**src/shared/lsu_pkg.sv**
```systemverilog
// Constants and types shared by the load/store instruction unit
`default_nettype none
package lsu_pkg;
  // ****************************************************************
  // Widths
  // ****************************************************************
  localparam int WORD_W = 16;
  localparam int ADDR_W = 15;

  // ****************************************************************
  // Instruction fields and codes
  // ****************************************************************
  localparam logic [9:0] EXT_PATTERN  = 10'h030; // First word bits 15:6
  localparam logic [2:0] OP_NONE      = 3'h0;
  localparam logic [2:0] OP_LOAD_ACC  = 3'h1;
  localparam logic [2:0] OP_LOAD_SEC  = 3'h2;
  localparam logic [2:0] OP_LOAD_IDX  = 3'h3;
  localparam logic [2:0] OP_FOREIGN   = 3'h4;
  localparam logic [2:0] OP_STORE_ACC = 3'h5;
  localparam logic [2:0] OP_STORE_SEC = 3'h6;
  localparam logic [2:0] OP_STORE_IDX = 3'h7;
  localparam logic [2:0] MODE_REL     = 3'h4;
  localparam logic [2:0] MODE_XIDX    = 3'h5;
  localparam logic [2:0] MODE_BIDX    = 3'h6;
  localparam logic [2:0] MODE_IND     = 3'h7;
  localparam int         POST_BIT     = 7;

  // ****************************************************************
  // Register selects and counts
  // ****************************************************************
  localparam logic [1:0] SEL_ACC = 2'h1;
  localparam logic [1:0] SEL_SEC = 2'h2;
  localparam logic [1:0] SEL_IDX = 2'h3;
  localparam logic [2:0] IND_LIMIT_ONE = 3'h5;
  localparam logic [2:0] IND_LIMIT_TWO = 3'h4;
  localparam logic [15:0] REG_RESET = 16'h0000;

  typedef enum logic [1:0] {ST_IDLE, ST_CHAIN, ST_OPER, ST_END} lsu_state_t;
endpackage
`default_nettype wire

```
**src/verilog/lsu_core.sv**
```systemverilog
// Load/store instruction decoder and executor
`default_nettype none
module lsu_core (
  input  wire logic                         i_clk,
  input  wire logic                         i_nrst,
  input  wire logic                         i_start,
  input  wire logic [lsu_pkg::WORD_W-1:0]   i_instr,
  input  wire logic [lsu_pkg::WORD_W-1:0]   i_word2,
  input  wire logic [lsu_pkg::ADDR_W-1:0]   i_pc,
  input  wire logic                         i_mem_ack,
  input  wire logic [lsu_pkg::WORD_W-1:0]   i_mem_rdata,
  output logic                              o_mem_req,
  output logic                              o_mem_we,
  output logic      [lsu_pkg::ADDR_W-1:0]   o_mem_addr,
  output logic      [lsu_pkg::WORD_W-1:0]   o_mem_wdata,
  output logic                              o_busy,
  output logic                              o_done,
  output logic                              o_illegal,
  output logic      [lsu_pkg::WORD_W-1:0]   o_acc,
  output logic      [lsu_pkg::WORD_W-1:0]   o_sec,
  output logic      [lsu_pkg::WORD_W-1:0]   o_idx
);
  localparam int AW = lsu_pkg::ADDR_W;

  lsu_pkg::lsu_state_t     state_reg, state_next;
  logic [AW-1:0]           addr_reg, addr_next;
  logic [1:0]              sel_reg, sel_next;
  logic                    store_reg, store_next;
  logic [2:0]              lvl_reg, lvl_next;
  logic                    post_reg, post_next;
  logic [AW-1:0]           pidx_reg, pidx_next;
  logic                    done_reg, done_next;
  logic                    ill_reg, ill_next;

  // ****************************************************************
  // Instruction decode
  // ****************************************************************
  // Index register value picked by a mode code
  function automatic logic [AW-1:0] idx_of(input logic [2:0] mode,
                                           input logic [15:0] xr,
                                           input logic [15:0] br);
    idx_of = (mode == lsu_pkg::MODE_XIDX) ? xr[AW-1:0] :
             (mode == lsu_pkg::MODE_BIDX) ? br[AW-1:0] : '0;
  endfunction

  // Field split of both forms
  wire       is_ext   = i_instr[15:6] == lsu_pkg::EXT_PATTERN;
  wire [2:0] one_op   = i_instr[14:12];
  wire [2:0] one_mode = i_instr[11:9];
  wire [8:0] one_fld  = i_instr[8:0];
  wire [2:0] ext_op   = i_instr[5:3];
  wire [2:0] ext_mode = i_instr[2:0];
  wire [2:0] op       = is_ext ? ext_op : one_op;
  wire       op_ok    = (is_ext || !i_instr[15]) &&
                        op != lsu_pkg::OP_NONE && op != lsu_pkg::OP_FOREIGN;
  wire       is_store = op[2];
  wire [1:0] target   = op[1:0];
  wire       is_lit   = is_ext && !ext_mode[2];
  wire       is_post  = i_instr[lsu_pkg::POST_BIT];
  wire [AW-1:0] w2addr = i_word2[AW-1:0];

  // One-word effective base address and indirection
  wire [AW-1:0] one_fld_w = {{(AW-9){1'b0}}, one_fld};
  wire [AW-1:0] one_base  =
      !one_mode[2]                    ? {{(AW-11){1'b0}}, one_mode[1:0],
                                         one_fld} :
      (one_mode == lsu_pkg::MODE_REL) ? AW'(i_pc + one_fld_w) :
      (one_mode == lsu_pkg::MODE_IND) ? one_fld_w :
      AW'(one_fld_w + idx_of(one_mode, o_idx, o_sec));
  wire one_ind = one_mode == lsu_pkg::MODE_IND;

  // Long form: top bit of second word asks for indirection
  wire ext_ind  = i_word2[15];
  wire ext_post = is_post && ext_ind &&
                  (ext_mode == lsu_pkg::MODE_XIDX ||
                   ext_mode == lsu_pkg::MODE_BIDX);
  wire [AW-1:0] ext_base =
      (ext_mode == lsu_pkg::MODE_IND) ? w2addr :
      (ext_mode == lsu_pkg::MODE_REL) ? AW'(i_pc + w2addr) :
      ext_post ? w2addr :
      AW'(w2addr + idx_of(ext_mode, o_idx, o_sec));

  wire [AW-1:0] base    = is_ext ? ext_base : one_base;
  wire          use_ind = is_ext ? ext_ind : one_ind;
  wire [2:0]    limit   = is_ext ? lsu_pkg::IND_LIMIT_TWO
                                 : lsu_pkg::IND_LIMIT_ONE;
  wire take = i_start && state_reg == lsu_pkg::ST_IDLE;

  // ****************************************************************
  // Register bank writes
  // ****************************************************************
  // Literal loads write at once; memory loads write on the answer
  wire lit_load = take && op_ok && is_lit && !is_store;
  wire mem_load = state_reg == lsu_pkg::ST_OPER && i_mem_ack &&
                  !store_reg;
  wire       wr_en   = lit_load || mem_load;
  wire [1:0] wr_sel  = lit_load ? target : sel_reg;
  wire [15:0] wr_dat = lit_load ? i_word2 : i_mem_rdata;

  lsu_regs u_regs (
    .i_clk  (i_clk),
    .i_nrst (i_nrst),
    .i_we   (wr_en),
    .i_sel  (wr_sel),
    .i_data (wr_dat),
    .o_acc  (o_acc),
    .o_sec  (o_sec),
    .o_idx  (o_idx)
  );

  // ****************************************************************
  // Sequencer
  // ****************************************************************
  // Next state, address chain and completion pulses
  always_comb
  begin
    state_next = state_reg;
    addr_next  = addr_reg;
    sel_next   = sel_reg;
    store_next = store_reg;
    lvl_next   = lvl_reg;
    post_next  = post_reg;
    pidx_next  = pidx_reg;
    done_next  = 1'b0;
    ill_next   = 1'b0;
    unique case (state_reg)
      lsu_pkg::ST_IDLE:
      begin
        if (i_start)
        begin
          sel_next   = target;
          store_next = is_store;
          post_next  = ext_post;
          pidx_next  = idx_of(ext_mode, o_idx, o_sec);
          lvl_next   = limit;
          if (!op_ok)
          begin
            ill_next   = 1'b1;
            state_next = lsu_pkg::ST_END;
          end
          else if (is_lit && !is_store)
            state_next = lsu_pkg::ST_END;
          else if (is_lit)
          begin
            addr_next  = i_pc;
            state_next = lsu_pkg::ST_OPER;
          end
          else
          begin
            addr_next  = base;
            state_next = use_ind ? lsu_pkg::ST_CHAIN : lsu_pkg::ST_OPER;
          end
        end
      end
      lsu_pkg::ST_CHAIN:
      begin
        if (i_mem_ack)
        begin
          lvl_next = 3'(lvl_reg - 3'h1);
          if (i_mem_rdata[15] && lvl_reg > 3'h1)
            addr_next = i_mem_rdata[AW-1:0];
          else
          begin
            addr_next  = AW'(i_mem_rdata[AW-1:0] +
                             (post_reg ? pidx_reg : '0));
            state_next = lsu_pkg::ST_OPER;
          end
        end
      end
      lsu_pkg::ST_OPER:
      begin
        if (i_mem_ack)
          state_next = lsu_pkg::ST_END;
      end
      lsu_pkg::ST_END:
      begin
        done_next  = 1'b1;
        state_next = lsu_pkg::ST_IDLE;
      end
    endcase
  end

  // State and working registers
  always_ff @(posedge i_clk or negedge i_nrst)
  begin
    if (!i_nrst)
    begin
      state_reg <= lsu_pkg::ST_IDLE;
      addr_reg  <= '0;
      sel_reg   <= '0;
      store_reg <= 1'b0;
      lvl_reg   <= '0;
      post_reg  <= 1'b0;
      pidx_reg  <= '0;
      done_reg  <= 1'b0;
      ill_reg   <= 1'b0;
    end
    else
    begin
      state_reg <= state_next;
      addr_reg  <= addr_next;
      sel_reg   <= sel_next;
      store_reg <= store_next;
      lvl_reg   <= lvl_next;
      post_reg  <= post_next;
      pidx_reg  <= pidx_next;
      done_reg  <= done_next;
      ill_reg   <= ill_next || (ill_reg && state_reg == lsu_pkg::ST_END);
    end
  end

  // ****************************************************************
  // Memory port and status
  // ****************************************************************
  // Stores write only in the operand phase
  wire [15:0] store_val = (sel_reg == lsu_pkg::SEL_ACC) ? o_acc :
                          (sel_reg == lsu_pkg::SEL_SEC) ? o_sec : o_idx;
  assign o_mem_req   = state_reg == lsu_pkg::ST_CHAIN ||
                       state_reg == lsu_pkg::ST_OPER;
  assign o_mem_we    = state_reg == lsu_pkg::ST_OPER && store_reg;
  assign o_mem_addr  = addr_reg;
  assign o_mem_wdata = store_val;
  assign o_busy      = state_reg != lsu_pkg::ST_IDLE;
  assign o_done      = done_reg;
  assign o_illegal   = done_reg && ill_reg;
endmodule
`default_nettype wire

```
**src/verilog/lsu_regs.sv**
```systemverilog
// Accumulator, secondary and index register bank
`default_nettype none
module lsu_regs (
  input  wire logic                         i_clk,
  input  wire logic                         i_nrst,
  input  wire logic                         i_we,
  input  wire logic [1:0]                   i_sel,
  input  wire logic [lsu_pkg::WORD_W-1:0]   i_data,
  output logic      [lsu_pkg::WORD_W-1:0]   o_acc,
  output logic      [lsu_pkg::WORD_W-1:0]   o_sec,
  output logic      [lsu_pkg::WORD_W-1:0]   o_idx
);
  logic [lsu_pkg::WORD_W-1:0] bank_reg [1:3];

  // ****************************************************************
  // One write port, each register written only when selected
  // ****************************************************************
  genvar g;
  generate
    for (g = 1; g <= 3; g++)
    begin : g_bank
      always_ff @(posedge i_clk or negedge i_nrst)
      begin
        if (!i_nrst)
          bank_reg[g] <= lsu_pkg::REG_RESET;
        else if (i_we && i_sel == 2'(g))
          bank_reg[g] <= i_data;
      end
    end
  endgenerate

  // Register contents out
  assign o_acc = bank_reg[lsu_pkg::SEL_ACC];
  assign o_sec = bank_reg[lsu_pkg::SEL_SEC];
  assign o_idx = bank_reg[lsu_pkg::SEL_IDX];
endmodule
`default_nettype wire

```
**config.mk**
```make
export PLATFORM = sky130hd
export DESIGN_NAME = lsu_core
export DESIGN_NICKNAME = d
export VERILOG_FILES = /design/src/shared/lsu_pkg.sv /design/src/verilog/lsu_core.sv /design/src/verilog/lsu_regs.sv
export SDC_FILE = /design/constraint.sdc
export NUM_CORES = 1
export LEC_CHECK = 0
export ABC_AREA = 1
export BUFFER_PORTS_ARGS = -buffer_cell sky130_fd_sc_hd__buf_2
export CORE_ASPECT_RATIO = 0.8
export CORE_MARGIN = 3
export CORE_UTILIZATION = 64
export DETAILED_ROUTE_END_ITERATION = 10
export HOLD_SLACK_MARGIN = 0.1
export PLACE_DENSITY = 0.95
export SLEW_MARGIN = 40
export SYNTH_ARGS = -nofsm -noshare
export SYNTH_HDL_FRONTEND = slang
export SYNTH_HIERARCHICAL = 1
export SYNTH_SLANG_ARGS = --single-unit
```
**constraint.sdc**
```tcl
create_clock -name i_clk -period 5.85 [get_ports i_clk]
set_input_delay 0.8775 -clock i_clk [delete_from_list [all_inputs] [get_ports i_clk]]
set_output_delay 0.8775 -clock i_clk [all_outputs]
set_load 0.01 [all_outputs]
```
==> results.tsv <==
stage	metric	value	unit
run_status	status	finished clean	
synth	Synth top area share	0.226	
cells_and_area	n_diodes	0	
global_routing	vias in the first global route	10700	
placement	routability cong.	1.06	
synth	Cell Area, Synth	9850	sq um
worst_setup_path	CP Class	in2reg	
global_routing	initial antenna violation count	0	
clock_network	clk_lat worst skew	0.36	ns
power_and_ir_drop	Pwr Density	377	nW/um^2
cells_and_area	Final Cell Area	10900	sq um
synth	net count after synthesis	1725	
synth	synth unique cells	49	
placement	port bufs	150	
global_routing	pin count of the biggest net entering global routing	60	
clock_network	CTS H-tree depth	3	
sta	headroom to the max-slew limit	0.414	
run	max cap viols	0	
power_and_ir_drop	Switching Fraction	0.528	
floorplan	die area	16900	sq um
sta	post-layout min period	4.03	ns
cells_and_area	Nets	1839	
clock_network	CTS buffer count	9	
placement	hpwl dp	29.4	mm
sta	measured slew at the worst slew-check pin	0.869	ns
placement	placed standard-cell area	10600	sq um
clock_network	hold_buf cts	0	
sta	final worst path period share	0.690	
hold_path	Worst Hold Class	in2async	
worst_setup_path	critical-path cell list	buf_2 -> nand3_2 -> nor2_4 -> nand2_4 -> inv_4 -> nand2_1 -> nand2_2 -> nor2_2 -> nor2_4 -> nand4_2 -> buf_4 -> nand2_1 -> o21ai_0 -> inv_1 -> nand3_4 -> nand2_1 -> nand2_1	
sta	Slew Limit Fails	0	
floorplan	Top Ports	151	
worst_setup_path	type of origin of the critical path	primary input	
detailed_routing	# DRC	0	
worst_setup_path	Slowest-stage cell, CP	inv_1	
synth	Post-synth EDFFs	0	
synth	Seq cells post-synth	89	
floorplan	Initial Utilization	0.671	
worst_setup_path	Critical Path Most Common Cell	nand2_1	
worst_setup_path	Setup crit end kind	flip-flop	
synth	Gate Count Post-Synth	1584	
global_routing	GRT Total Usage	0.441	
sta	RSZ-0062 raised after global routing	no	
detailed_routing	wire per inst	19.7	microns
cells_and_area	P&R area growth vs syn	10.6	%
power_and_ir_drop	Comb pwr share	0.577	
power_and_ir_drop	Pleak	6.17	nW
detailed_routing	via count	12000	
detailed_routing	Routed Antenna Nets	0	
sta	Final Hold Viols	0	
floorplan	Die Ht	117	microns
floorplan	Die W	145	microns
detailed_routing	Initial DRC Count	1735	
floorplan	row count	39	
global_routing	GR Overflow Total	0	
worst_setup_path	Worst Path Required	6.08	ns
sta	clk_skew	0.0114	ns
sta	Post-Route Setup TNS	0	ns
synth	yosys warns	6	
clock_network	Clock Pin Slew Worst Setup and Hold Paths	0.07	ns
power_and_ir_drop	P_sw	2.17	mW
clock_network	clock buffer depth	2	
sta	Final Setup Violations	0	
clock_network	root buffer cell	clkbuf_16	
detailed_routing	Pre-antenna DRT Iters	8	
synth	fraction of registers with async set/reset	1.00	
floorplan	core area	14700	sq um
clock_network	clock sinks	89	
power_and_ir_drop	Tot Pwr	4.11	mW
clock_network	TritonCTS clock tree	built	
worst_setup_path	Largest stage delay, worst path	0.61	ns
power_and_ir_drop	Pint	1.94	mW
synth	Avg Cell Area, Syn	6.22	sq um
synth	Main synth FF type	dfrtp_1	
synth	most common cell in the synthesized netlist	nand2_1	
synth	most frequent cells after synthesis	nand2_1 (517), inv_1 (209), nand3_1 (115)	
cells_and_area	share of post-route cells with drive strength above 1	0.134	
synth	top post-synthesis cells by area	dfrtp_1 (23%), nand2_1 (20%), ha_1 (8.8%), inv_1 (8.0%), nand3_1 (5.8%)	
detailed_routing	DR vias/cell	6.31	
synth	area leader, netlist	dfrtp_1	
global_routing	first-pass GRT wire length	57.5	mm
clock_network	PostCTS Resize Cnt	0	
power_and_ir_drop	worst vdd ir	0.425	mV
synth	Seq/Total Area, Yosys	0.226	
worst_setup_path	Worst Path Arrival	4.26	ns
sta	maximum clock frequency	248	MHz
detailed_routing	drt total wl	37.6	mm
power_and_ir_drop	clock power share	0.142	
worst_setup_path	crit-path max FO	34	
power_and_ir_drop	sequential share of power	0.281	
clock_network	Post-CTS Setup Bufs	0	
cells by family after synthesis:
kind of cell	after synthesis	share of synthesized area
AND/OR/NAND/NOR	840	0.373
AO/OA/AOI/OAI	285	0.164
buffers and inverters	272	0.117
flip-flops	89	0.226
adder cells (fa/ha/maj)	74	0.0978
XOR/XNOR	21	0.0187
multiplexers	3	0.00343
power groups by stage:
| stage | Sequential, mW | Clock [mW] | Combinational, mW |
|---|---|---|---|
| 2_1_floorplan | 1.15 | 0 | 1.43 |
| 6_report | 1.15 | 0.583 | 2.37 |
| 3_5_place_dp | 1.13 | 0 | 2.25 |
| 5_1_grt | 1.17 | 0.599 | 2.57 |
| 4_1_cts | 1.13 | 0.575 | 2.29 |
| 3_3_place_gp | 1.13 | 0 | 2.19 |
layout make-up:
class / count / area [sq um]
Clock inverter: 5 / 45.0
Clock buffer: 11 / 243
Timing Repair Buffer: 157 / 806
Tap cell: 205 / 256
Multi-Input combinational cell: 1223 / 6480
Fill cell: 1235 / 3800
Inverter: 218 / 833
Sequential cell: 89 / 2230
cell usage in the layout, fill, tap and decap left out, drive strengths merged, types with 21 or more instances in the layout:
cell / netlist / layout
inv: 217 / 221
ha: 69 / 69
nand3: 119 / 119
o21ai: 107 / 107
a21oi: 111 / 111
buf: 29 / 157
nor2: 91 / 91
nand4: 71 / 71
nand2: 531 / 531
o22ai: 21 / 21
dfrtp: 89 / 89
through the flow:
step / worst slack [ns] / utilization / hold slack, ns / std cells
detailed placement: 1.51 / 0.722 / 0.459 / 1892
CTS: 1.87 / 0.742 / 0.447 / 1908
floorplan: 2.43 / - / 0.449 / 1584
global route: 1.64 / 0.742 / 0.460 / 1908
global placement: 1.71 / 0.722 / 0.457 / 1892
finish: 1.82 / 0.742 / 0.440 / 1908
critical path, delay by kind of cell:
family                 cells  cell delay, ns
AO/OA/AOI/OAI              1            0.07
AND/OR/NAND/NOR           12            1.94
buffers and inverters      4            1.35
worst paths after layout:
path / end / slack [ns] / cells after the start / start
min reg2reg: o_mem_addr[2] / 0.48 / 2 / o_mem_addr[2]
min: u_regs/o_acc[1] / 0.44 / 1 / i_nrst
max: u_regs/o_idx[1] / 1.82 / 17 / i_instr[11]
max in group asynchronous: o_mem_addr[1] / 4.30 / 2 / i_nrst
max reg2reg: u_regs/o_idx[1] / 1.98 / 12 / state_reg[0]
min in group i_clk: o_mem_addr[2] / 0.48 / 2 / o_mem_addr[2]
metal layers:
layer,wire length (microns),GRT usage,share of wire,vias to the layer above
met5,0,0,0,-
met3,5990,0.142,0.16,198
met1,14300,0.602,0.38,5310
met4,1880,0.176,0.050,0
li1,-,-,-,5484
met2,15500,0.653,0.41,1045
Note: power is estimated with default switching activity, not from simulation.
